## src/rtl/tpce_pkg.sv

```systemverilog
// constants, types and register map of the transmit parity check / encoder
// assumes: one 100 MHz clock, registers reached over ahb-lite
package tpce_pkg;

  // ----------------------------------------------------------------------
  // three-level selector codes
  // ----------------------------------------------------------------------
  localparam logic [1:0] LVL_LOW  = 2'h0;
  localparam logic [1:0] LVL_MID  = 2'h1;
  localparam logic [1:0] LVL_HIGH = 2'h2;

  // ----------------------------------------------------------------------
  // register map
  // ----------------------------------------------------------------------
  localparam logic [7:0] OFS_CTRL   = 8'h00;
  localparam logic [7:0] OFS_STATUS = 8'h04;
  localparam logic [7:0] OFS_MASK   = 8'h08;
  localparam logic [7:0] OFS_STATE  = 8'h0C;

  localparam int CTRL_PAR_LSB     = 0;
  localparam int CTRL_MODE_LSB    = 2;
  localparam int CTRL_BIST_BIT    = 6;
  localparam int CTRL_W           = 7;
  localparam logic [6:0] CTRL_RESET = 7'h00;

  localparam int STAT_PAR_BIT  = 0;
  localparam int STAT_PA_BIT   = 1;
  localparam int STAT_WS_BIT   = 2;
  localparam int STAT_BIST_BIT = 3;
  localparam int STAT_W        = 4;
  localparam logic [3:0] STAT_RESET = 4'h0;
  localparam logic [3:0] MASK_RESET = 4'h0;

  localparam int STATE_RD_BIT  = 16;
  localparam int STATE_ERR_BIT = 15;
  localparam int STATE_WS_LSB  = 10;

  // ----------------------------------------------------------------------
  // character timing and codes
  // ----------------------------------------------------------------------
  localparam int          CHAR_BITS  = 10;
  localparam logic [4:0]  WS_LEN     = 5'h10;
  localparam logic [9:0]  SVS_POS    = 10'h079;
  localparam logic [9:0]  SVS_NEG    = 10'h386;
  localparam logic [7:0]  K28_5_BYTE = 8'hBC;
  localparam logic [7:0]  SPC_SVS    = 8'h0C;
  localparam logic [7:0]  SPC_T1_MAX = 8'h0B;
  localparam logic [8:0]  BIST_SEED  = 9'h1FF;

  typedef struct packed {
    logic [7:0] tx_char_data;
    logic [1:0] tx_char_control;
    logic       tx_odd_parity_bit;
    logic       special_char_select;
  } tpce_char_t;

  typedef enum logic [2:0] {
    KIND_BYPASS, KIND_SVS, KIND_BIST, KIND_WSYNC,
    KIND_FILL, KIND_SPECIAL, KIND_DATA
  } tpce_kind_t;

endpackage

```

## src/rtl/tpce_tx_channel.sv

```systemverilog
// one transmit channel: parity check, 8b/10b encoder, lsb-first shifter
// assumes: host logic on hclk presents a character when tx_char_take is high
//
// Chosen here: the AHB-Lite slave port and the placing of the registers.
`timescale 1ns/1ps

// Notes on behaviour
// RULE1 - an odd-parity bit travels with every character, in every mode
// RULE2 - parity select low disables all checking, reporting and substitution
// RULE3 - select mid with encoder on checks only data bits and parity bit
// RULE4 - select high encoded, or mid bypassed, checks data, control, parity
// RULE5 - checked bits are xored; parity is valid only when the xor is one
// RULE6 - encoded mode parity failure sends violation code at current disparity
// RULE7 - bypass mode parity failure sends the positive violation form
// RULE8 - that bypass replacement is the fixed pattern 1001111000
// RULE9 - every parity error shows on the channel's own error output; here not in self-test nor during an atomic word sync run
// RULE10 - parity bit is captured always; only parity select governs its use
// RULE11 - while phase-align buffer error exists, violation code replaces input
// RULE12 - self-test sends successive characters of a 511-long sequence
// RULE13 - K28.5 is sent singly as fill or as 16-long word sync
// RULE14 - encoder on: data or special 8b/10b coding by control and select
// RULE15 - two non-overlapping special-code tables map to the same specials
// RULE16 - each 10-bit character is shifted out least significant bit first
// RULE17 - two static three-level mode inputs give nine modes
// RULE18 - bypass, test, atomic and interruptible groups; select picks meaning
// RULE19 - parity is judged in the same cycle the character is encoded
module tpce_tx_channel #(
  parameter int CHAR_DIV = tpce_pkg::CHAR_BITS
) (
  input  wire logic                 hclk,
  input  wire logic                 hresetn,
  input  wire logic                 hsel,
  input  wire logic [31:0]          haddr,
  input  wire logic [1:0]           htrans,
  input  wire logic                 hwrite,
  input  wire logic [2:0]           hsize,
  input  wire logic [31:0]          hwdata,
  input  wire logic                 hready,
  output logic                      hreadyout,
  output logic                      hresp,
  output logic [31:0]               hrdata,
  input  wire tpce_pkg::tpce_char_t tx_char_in,
  input  wire logic                 pa_buffer_error,
  output logic                      tx_char_take,
  output logic [9:0]                tx_code_out,
  output logic                      tx_serial_out,
  output logic                      tx_channel_error_flag,
  output logic                      irq
);
  import tpce_pkg::*;

  // ----------------------------------------------------------------------
  // 8b/10b coding; codes written abcdei / fghj with a leftmost
  // ----------------------------------------------------------------------
  localparam logic [5:0] CODE6 [32] = '{
    6'b100111, 6'b011101, 6'b101101, 6'b110001, 6'b110101, 6'b101001,
    6'b011001, 6'b111000, 6'b111001, 6'b100101, 6'b010101, 6'b110100,
    6'b001101, 6'b101100, 6'b011100, 6'b010111, 6'b011011, 6'b100011,
    6'b010011, 6'b110010, 6'b001011, 6'b101010, 6'b011010, 6'b111010,
    6'b110011, 6'b100110, 6'b010110, 6'b110110, 6'b001110, 6'b101110,
    6'b011110, 6'b101011
  };
  localparam logic [3:0] CODE4 [8] = '{
    4'b1011, 4'b1001, 4'b0101, 4'b1100, 4'b1101, 4'b1010, 4'b0110, 4'b1110
  };

  // returns {running disparity after, code with a in bit 0, i in bit 5}
  function automatic logic [10:0] enc8b10b(input logic [7:0] d,
                                           input logic k,
                                           input logic rd);
    logic [4:0] x;
    logic [2:0] y;
    logic [5:0] s6;
    logic [3:0] s4;
    logic       rd6;
    logic       alt;
    logic       k28;
    logic [9:0] c;
    x   = d[4:0];
    y   = d[7:5];
    k28 = k && (x == 5'd28);
    s6  = k28 ? 6'b001111 : CODE6[x];
    rd6 = ($countones(s6) != 3) ? !rd : rd;
    if (rd && (($countones(s6) != 3) || (x == 5'd7))) begin
      s6 = ~s6;
    end
    alt = (y == 3'd7) && (k || (!rd6 && (x == 5'd17 || x == 5'd18 ||
          x == 5'd20)) || (rd6 && (x == 5'd11 || x == 5'd13 ||
          x == 5'd14)));
    s4 = alt ? 4'b0111 : CODE4[y];
    // k28 balanced tails use the opposite form to d.x.y
    if (rd6 ? (($countones(s4) != 2) || (y == 3'd3))
            : (k28 && ($countones(s4) == 2) && (y != 3'd3))) begin
      s4 = ~s4;
    end
    for (int i = 0; i < 6; i++) begin
      c[i] = s6[5 - i];
    end
    for (int i = 0; i < 4; i++) begin
      c[6 + i] = s4[3 - i];
    end
    return {(($countones(s4) != 2) ? !rd6 : rd6), c};
  endfunction

  function automatic logic [4:0] ktail(input logic [1:0] n);
    logic [4:0] x;
    x = 5'd23;
    case (n)
      2'd0: x = 5'd23;
      2'd1: x = 5'd27;
      2'd2: x = 5'd29;
      2'd3: x = 5'd30;
      default: x = 5'd23;
    endcase
    return x;
  endfunction

  // ----------------------------------------------------------------------
  // registers and state
  // ----------------------------------------------------------------------
  logic [CTRL_W-1:0] ctrl_reg;
  logic [STAT_W-1:0] status_reg;
  logic [STAT_W-1:0] status_next;
  logic [STAT_W-1:0] mask_reg;
  logic [7:0]        dph_addr_reg;
  logic              dph_write_reg;
  logic              dph_read_reg;
  logic [7:0]        div_reg;
  logic [4:0]        ws_cnt_reg;
  logic [4:0]        ws_cnt_next;
  logic              rd_reg;
  logic              rd_next;
  logic [8:0]        lfsr_reg;
  logic [9:0]        code_reg;
  logic [9:0]        code_next;
  logic [9:0]        shift_reg;
  logic              err_reg;
  tpce_kind_t        kind;

  // ----------------------------------------------------------------------
  // ahb-lite slave, zero wait states
  // ----------------------------------------------------------------------
  wire       ahb_take  = hsel & htrans[1] & hready;
  wire       wr_ctrl   = dph_write_reg & (dph_addr_reg == OFS_CTRL);
  wire       wr_status = dph_write_reg & (dph_addr_reg == OFS_STATUS);
  wire       wr_mask   = dph_write_reg & (dph_addr_reg == OFS_MASK);
  wire [31:0] state_word = {15'h0000, rd_reg, err_reg, ws_cnt_reg, code_reg};
  wire [31:0] rd_mux =
      (dph_addr_reg == OFS_CTRL)   ? {25'h000_0000, ctrl_reg}   :
      (dph_addr_reg == OFS_STATUS) ? {28'h000_0000, status_reg} :
      (dph_addr_reg == OFS_MASK)   ? {28'h000_0000, mask_reg}   :
      (dph_addr_reg == OFS_STATE)  ? state_word : 32'h0000_0000;

  assign hreadyout = 1'b1;
  assign hresp     = 1'b0;
  // read data follows the latched address, so a write just before is seen
  assign hrdata    = dph_read_reg ? rd_mux : 32'h0000_0000;

  always_ff @(posedge hclk or negedge hresetn) begin
    if (!hresetn) begin
      dph_addr_reg  <= 8'h00;
      dph_write_reg <= 1'b0;
      dph_read_reg  <= 1'b0;
    end else if (hready) begin
      dph_addr_reg  <= haddr[7:0];
      dph_write_reg <= ahb_take & hwrite;
      dph_read_reg  <= ahb_take & !hwrite;
    end
  end

  always_ff @(posedge hclk or negedge hresetn) begin
    if (!hresetn) begin
      ctrl_reg <= CTRL_RESET;
      mask_reg <= MASK_RESET;
    end else begin
      if (wr_ctrl) begin
        ctrl_reg <= hwdata[CTRL_W-1:0];
      end
      if (wr_mask) begin
        mask_reg <= hwdata[STAT_W-1:0];
      end
    end
  end

  // ----------------------------------------------------------------------
  // mode decode
  // ----------------------------------------------------------------------
  wire [1:0] parity_check_select = ctrl_reg[CTRL_PAR_LSB +: 2];
  wire [3:0] tx_mode_select      = ctrl_reg[CTRL_MODE_LSB +: 4];
  wire [1:0] mode_hi    = tx_mode_select[3:2];               // RULE17
  wire [1:0] mode_lo    = tx_mode_select[1:0];
  wire       bist_en    = ctrl_reg[CTRL_BIST_BIT];
  wire       encoder_on = (mode_hi != LVL_LOW);               // RULE18
  wire       atomic     = (mode_hi == LVL_MID);               // RULE18

  // ----------------------------------------------------------------------
  // parity check, on the undelayed character
  // ----------------------------------------------------------------------
  wire [7:0] d   = tx_char_in.tx_char_data;
  wire [1:0] ct  = tx_char_in.tx_char_control;
  wire       sc  = tx_char_in.special_char_select;
  wire       opb = tx_char_in.tx_odd_parity_bit;        // RULE1 RULE10
  wire par_data_only = (parity_check_select == LVL_MID) & encoder_on; // RULE3
  wire par_xor  = par_data_only ? ^{d, opb} : ^{d, ct, opb};   // RULE4
  wire par_on   = (parity_check_select != LVL_LOW);            // RULE2
  wire par_fail = par_on & !par_xor;                        // RULE5 RULE19

  // ----------------------------------------------------------------------
  // character classification
  // ----------------------------------------------------------------------
  wire ws_req   = (mode_lo == LVL_MID) ? (sc & ct[0]) :
                  (ct == 2'b11);                              // RULE18
  wire fill_req = (mode_lo != LVL_HIGH) & !sc & (ct == 2'b01);
  wire spc_req  = (mode_lo == LVL_LOW)  ? (sc & (ct == 2'b01)) :
                  (mode_lo == LVL_MID)  ? (!sc & (ct == 2'b11)) :
                  (ct == 2'b01);
  wire ws_active = (ws_cnt_reg != 5'h00);
  // atomic run ignores the input; interruptible needs clean 00 characters
  wire ws_cont   = ws_active & (atomic | ((ct == 2'b00) & !par_fail));
  wire par_err_seen = par_fail & encoder_on & !bist_en & !pa_buffer_error &
                      !(ws_active & atomic) |
                      par_fail & !encoder_on & !pa_buffer_error & !bist_en;

  always_comb begin
    kind = KIND_DATA;
    if (pa_buffer_error) begin
      kind = KIND_SVS;                                          // RULE11
    end else if (bist_en) begin
      kind = KIND_BIST;                                         // RULE12
    end else if (!encoder_on) begin
      kind = par_fail ? KIND_SVS : KIND_BYPASS;                 // RULE7
    end else if (ws_cont) begin
      kind = KIND_WSYNC;                                        // RULE13
    end else if (par_fail) begin
      kind = KIND_SVS;                                          // RULE6
    end else if (ws_req) begin
      kind = KIND_WSYNC;
    end else if (fill_req) begin
      kind = KIND_FILL;                                         // RULE13
    end else if (spc_req) begin
      kind = KIND_SPECIAL;
    end
  end

  // two special-code tables: small indices, or raw k-character bytes
  wire       t1_hit  = (d <= SPC_T1_MAX);                       // RULE15
  wire [7:0] t1_byte = d[3] ? {3'h7, ktail(d[1:0])} : {d[2:0], 5'd28};
  wire       t2_hit  = (d[4:0] == 5'd28) | ((d[7:5] == 3'h7) &
                       ((d[4:0] == 5'd23) | (d[4:0] == 5'd27) |
                        (d[4:0] == 5'd29) | (d[4:0] == 5'd30)));
  wire       spc_ok  = (t1_hit | t2_hit) & (d != SPC_SVS);
  wire [7:0] spc_byte = t1_hit ? t1_byte : d;

  // ----------------------------------------------------------------------
  // encoder
  // ----------------------------------------------------------------------
  wire       is_k     = (kind == KIND_WSYNC) | (kind == KIND_FILL) |
                        (kind == KIND_SPECIAL);
  wire [7:0] enc_byte = (kind == KIND_BIST)    ? lfsr_reg[7:0] :
                        (kind == KIND_SPECIAL) ? spc_byte :
                        is_k                   ? K28_5_BYTE : d;
  wire [10:0] enc_res = enc8b10b(enc_byte, is_k, rd_reg);     // RULE14
  wire        use_svs = (kind == KIND_SVS) |
                        ((kind == KIND_SPECIAL) & !spc_ok);
  // balanced violation code: disparity unchanged either way
  wire [9:0]  svs_code = (encoder_on & rd_reg) ? SVS_NEG : SVS_POS; // RULE8

  always_comb begin
    code_next = enc_res[9:0];
    rd_next   = enc_res[10];
    if (use_svs) begin
      code_next = svs_code;                                     // RULE6
      rd_next   = rd_reg;
    end else if (kind == KIND_BYPASS) begin
      code_next = {ct, d};
      rd_next   = rd_reg;
    end
  end

  always_comb begin
    ws_cnt_next = 5'h00;
    if (kind == KIND_WSYNC) begin
      ws_cnt_next = ws_cont ? ws_cnt_reg - 5'h01 : WS_LEN - 5'h01; // RULE13
    end
  end

  // ----------------------------------------------------------------------
  // character rate and shifter
  // ----------------------------------------------------------------------
  wire char_tick = (div_reg == 8'(CHAR_DIV - 1));
  wire bist_wrap = char_tick & bist_en & (lfsr_reg == BIST_SEED);
  assign tx_char_take          = char_tick;
  assign tx_code_out           = code_reg;
  assign tx_serial_out         = shift_reg[0];                  // RULE16
  assign tx_channel_error_flag = err_reg;

  always_ff @(posedge hclk or negedge hresetn) begin
    if (!hresetn) begin
      div_reg <= 8'h00;
    end else begin
      div_reg <= char_tick ? 8'h00 : div_reg + 8'h01;
    end
  end

  always_ff @(posedge hclk or negedge hresetn) begin
    if (!hresetn) begin
      code_reg   <= SVS_POS;
      shift_reg  <= SVS_POS;
      rd_reg     <= 1'b0;
      ws_cnt_reg <= 5'h00;
      err_reg    <= 1'b0;
    end else if (char_tick) begin
      code_reg   <= code_next;
      shift_reg  <= code_next;
      rd_reg     <= rd_next;
      ws_cnt_reg <= ws_cnt_next;
      err_reg    <= par_err_seen | pa_buffer_error;             // RULE9
    end else begin
      shift_reg  <= {1'b0, shift_reg[9:1]};                     // RULE16
    end
  end

  // x^9 + x^5 + 1 runs through 511 states before repeating
  always_ff @(posedge hclk or negedge hresetn) begin
    if (!hresetn) begin
      lfsr_reg <= BIST_SEED;
    end else if (!bist_en) begin
      lfsr_reg <= BIST_SEED;
    end else if (char_tick) begin
      lfsr_reg <= {lfsr_reg[7:0], lfsr_reg[8] ^ lfsr_reg[4]};   // RULE12
    end
  end

  // ----------------------------------------------------------------------
  // sticky status, write one to clear; a new event beats the clear
  // ----------------------------------------------------------------------
  wire [STAT_W-1:0] ev;
  assign ev[STAT_PAR_BIT]  = char_tick & par_err_seen;          // RULE9
  assign ev[STAT_PA_BIT]   = char_tick & pa_buffer_error;
  assign ev[STAT_WS_BIT]   = char_tick & (kind == KIND_WSYNC) & !ws_cont;
  assign ev[STAT_BIST_BIT] = bist_wrap;
  wire [STAT_W-1:0] clr = wr_status ? hwdata[STAT_W-1:0] : STAT_RESET;
  assign status_next = (status_reg & ~clr) | ev;
  assign irq         = |(status_reg & mask_reg);

  always_ff @(posedge hclk or negedge hresetn) begin
    if (!hresetn) begin
      status_reg <= STAT_RESET;
    end else begin
      status_reg <= status_next;
    end
  end

endmodule

```

## config.mk

```make
export PLATFORM = sky130hd
export DESIGN_NAME = tpce_tx_channel
export DESIGN_NICKNAME = d
export VERILOG_FILES = /design/src/rtl/tpce_pkg.sv /design/src/rtl/tpce_tx_channel.sv
export SDC_FILE = /design/constraint.sdc
export NUM_CORES = 1
export LEC_CHECK = 0
export ABC_CLOCK_PERIOD_IN_PS = 16000
export BUFFER_PORTS_ARGS = -buffer_cell sky130_fd_sc_hd__buf_4
export CAP_MARGIN = 25
export CORE_AREA = 5 5 104 106
export DETAILED_ROUTE_END_ITERATION = 10
export DIE_AREA = 0 0 109 111
export PLACE_DENSITY = 0.78
export SKIP_CTS_REPAIR_TIMING = 1
export SLEW_MARGIN = 5
export SYNTH_ARGS = -nofsm -noshare
export SYNTH_HDL_FRONTEND = slang
export SYNTH_SLANG_ARGS = --single-unit
```

## constraint.sdc

```tcl
create_clock -name hclk -period 16 [get_ports hclk]
set_clock_uncertainty 0.05 [all_clocks]
set_input_delay 0.8 -clock hclk [delete_from_list [all_inputs] [get_ports hclk]]
set_output_delay 0.8 -clock hclk [all_outputs]
set_load 0.01 [all_outputs]
```

==> impl_summary.txt <==
----------------------------------------------------
[Final layout]
  Area growth from synthesis to layout ... 13.2%
  Fraction of final layout cells sized beyond drive strength 1 ... 0.235
  Utilization after layout ... 0.608
  Layout Cell Area excl Fill ... 5890 µm²
  Most common cell after layout, fill and taps aside ... nand2_1
  Filler Cell Count ... 852
  Most frequent cells in the layout ... nand2_1 (70), buf_4 (64), nor2_1 (50), dfrtp_1 (50), a21oi_1 (26)
  NumNets Final ... 735
  # diodes ... 0

[Timing]
  Count of final setup violators ... 0
  Slew @ Worst Pin ... 0.852 ns
  RSZ-0062 raised after global routing ... false
  Final worst slack ... 4.32 ns
  Max Slew Vio Count ... 0
  Setup TNS after final layout ... 0 ns
  Hold Vio Cnt, Final ... 0
  Slew HR ... 0.427
  Fmax achieved ... 0.0856 GHz
  Min Clock Period, post-route ... 11.68 ns
  Portion of the clock cycle consumed by the worst path in the final layout ... 0.730

[Floorplan]
  Die H ... 111 µm
  Area inside the core boundary ... 9680 µm²
  I/O pin count ... 135
  Full die area ... 12,100 µm²
  Floorplan row count ... 36
  Initial standard-cell utilization of the core ... 0.537
  Horiz. Die Dim ... 109 µm

[Pwr]
  Leak Pwr ... 2.54 nW
  Portion of total power attributed to combinational logic ... 0.360
  Portion of total power attributed to sequential cells ... 0.367
  Switching power of the nets ... 190 µW
  Final Total Pwr ... 558 µW
  Sw Ratio ... 0.340
  Power Density ... 94.8 nW/µm²
  Worst IR drop on VDD ... 0.0423 mV
  Clk pwr share ... 0.273
  Internal cell power ... 368 µW

[GRT]
  Via count of the first global-routing pass ... 4,528
  Overall fraction of global-route tracks in use ... 0.237
  Busiest layer in global routing ... met2
  Met3 track demand over resource in global routing ... 0.0425
  Number of antenna violations at the first check in global routing ... 0
  Met1 usage in global routing ... 0.307
  Remaining Overflow, GRT ... 0
  Met2 Use GR ... 0.394
  Global-route wire length before repair ... 22,700 µm
  Largest net degree at the start of global routing ... 70

[Synthesis]
  Number of distinct library cells after synthesis ... 90
  Number of synthesis warnings ... 0
  Portion of the post-synthesis area used by sequential elements ... 0.336
  Area of the mapped netlist ... 5200 µm²
  Share of flip-flops with an asynchronous set or reset after synthesis ... 1.00
  Synthesized area divided by synthesized cell count ... 8.99 µm²
  Post-Synthesis Cells ... 579
  Register bit total from synthesis ... 69
  Prevailing post-synth register cell ... dfrtp_1
  Number of synthesized flops with an enable pin ... 0

[Critical path]
  Worst Path Arrival ... 11.89 ns
  Slowest library cell on the worst path ... nor4_2
  CP Data Required Time ... 16.21 ns
  Max Fanout on Critical Path ... 8
  Critical path type ... input port to register
  CP peak stage delay ... 0.75 ns
  Cell seen most often among critical-path stages ... ha_1
  Critical Path Sink Type ... register
  Nature of the critical path startpoint ... input port

[Clock tree]
  CTS Root Cell ... clkbuf_8
  Number of buffers inserted during clock tree synthesis ... 9
  Worst-Skew Late Latency ... 0.35 ns
  Clock tree from TritonCTS ... done
  Count of clock tree sinks ... 69
  Register clock-pin slew on the reported worst setup and hold paths ... 0.06 ns
  Max Root-Sink Buffers ... 2
  Count of H-tree levels built during CTS ... 3

[Routing]
  Total detailed-routing wirelength ... 14,200 µm
  Via/cell ratio ... 6.15
  Vias ... 4,695
  Routed Antenna Nets ... 0
  Number of DRC markers after the initial detailed-route iteration ... 385
  Total iterations of the first detailed-routing run ... 6
  Count of unresolved DRC violations after routing ... 0
  Wire per inst ... 18.6 µm

[Place]
  Pre-CTS WS ... 4.06 ns
  Post-Place Cell Area ... 5660 µm²
  Total half-perimeter wirelength after legalization and detailed placement ... 10,900 µm
  Global placement routability congestion ... 0.947
  Port Buffers ... 64

[Flow run]
  Number of maximum-capacitance constraint violations ... 0

[Run status]
  Outcome ... finished clean

[Worst hold path]
  Path category of the worst min-delay check ... register to register

----------------------------------------------------
logic make-up (layout without fill, tap and decap cells):
kind of cell | count (synthesis) | after routing | share of synthesized area
AO/OA/AOI/OAI | 139 | 139 | 0.202
XOR/XNOR | 23 | 23 | 0.0402
adder cells (fa/ha/maj) | 22 | 22 | 0.0587
buffers and inverters | 61 | 98 | 0.0594
flip-flops | 69 | 69 | 0.336
multiplexers | 36 | 36 | 0.0871
other | 2 | 17 | 0.00144
AND/OR/NAND/NOR | 227 | 227 | 0.215
final timing paths:
check	startpoint	end	slack, ns	depth (start not counted)
setup / recovery	tx_char_in[9]	rd_reg	4.32	44
hold reg to reg	shift_reg[9]	shift_reg[8]	0.41	1
hold / removal	shift_reg[9]	shift_reg[8]	0.41	1
setup reg to reg	ws_cnt_reg[0]	rd_reg	4.66	43
min in group asynchronous	hresetn	div_reg[5]	0.51	1
max in group asynchronous	hresetn	ctrl_reg[6]	14.85	1
routing by layer:
metal	vias to the layer above	wire, µm
li1	2164	-
met1	2285	5660
met2	217	7100
met3	29	1100
met4	0	361
met5	-	0
synthesized netlist by cell type (4+ instances only):
cell,count,area share
nand2_1,70,0.051
dfrtp_1,50,0.24
nor2_1,50,0.036
a21oi_1,26,0.025
nand3_1,24,0.023
o21ai_0,22,0.021
mux2_2,20,0.043
dfstp_2,19,0.096
buf_4,18,0.026
clkbuf_1,18,0.013
ha_1,18,0.043
inv_1,17,0.012
xnor2_1,17,0.029
nor3_1,14,0.013
and2_1,11,0.013
and3_1,10,0.012
mux2i_1,9,0.017
o21ai_1,8,0.0077
nand2b_1,7,0.0084
o211ai_1,7,0.010
a31oi_1,6,0.0072
nand4_1,6,0.0072
nand3b_1,5,0.0072
nor2b_1,5,0.0060
or2_2,5,0.0060
xor2_1,5,0.0084
a21o_1,4,0.0058
a221oi_1,4,0.0067
buf_2,4,0.0038
fa_1,4,0.015
mux4_2,4,0.017
worst max-delay path, delay by kind of cell:
family / cells / cell delay [ns]
AO/OA/AOI/OAI: 9 / 2.35
AND/OR/NAND/NOR: 10 / 2.05
buffers and inverters: 5 / 0.66
multiplexers: 3 / 1.00
XOR/XNOR: 5 / 1.22
adder cells (fa/ha/maj): 12 / 3.80
through the flow:
step	cells	hold slack (ns)
final	764	0.406
after global routing	764	0.433
after CTS	763	0.409
after detailed placement	747	0.394
after global placement	747	0.378
after floorplan	594	0.375
power by group through the flow:
| stage | combinational [mW] | sequential [mW] | clock [mW] |
|---|---|---|---|
| floorplan | 0.149 | 0.203 | 0 |
| global placement | 0.192 | 0.208 | 0 |
| global route | 0.222 | 0.207 | 0.162 |
| finish | 0.201 | 0.205 | 0.152 |
| detailed placement | 0.200 | 0.208 | 0 |
| CTS | 0.201 | 0.205 | 0.154 |
final cells by class:
| cell class | instances | area, µm² | share of cell area |
|---|---|---|---|
| tap | 133 | 166 | 0.0283 |
| sequential | 69 | 1750 | 0.297 |
| inverter | 17 | 63.8 | 0.0108 |
| clock buffer | 14 | 183 | 0.0310 |
| timing repair buffer | 65 | 485 | 0.0825 |
| multi-input combinational | 464 | 3200 | 0.543 |
| clock inverter | 2 | 38.8 | 0.00659 |
Note: power is estimated with default switching activity, not from simulation.
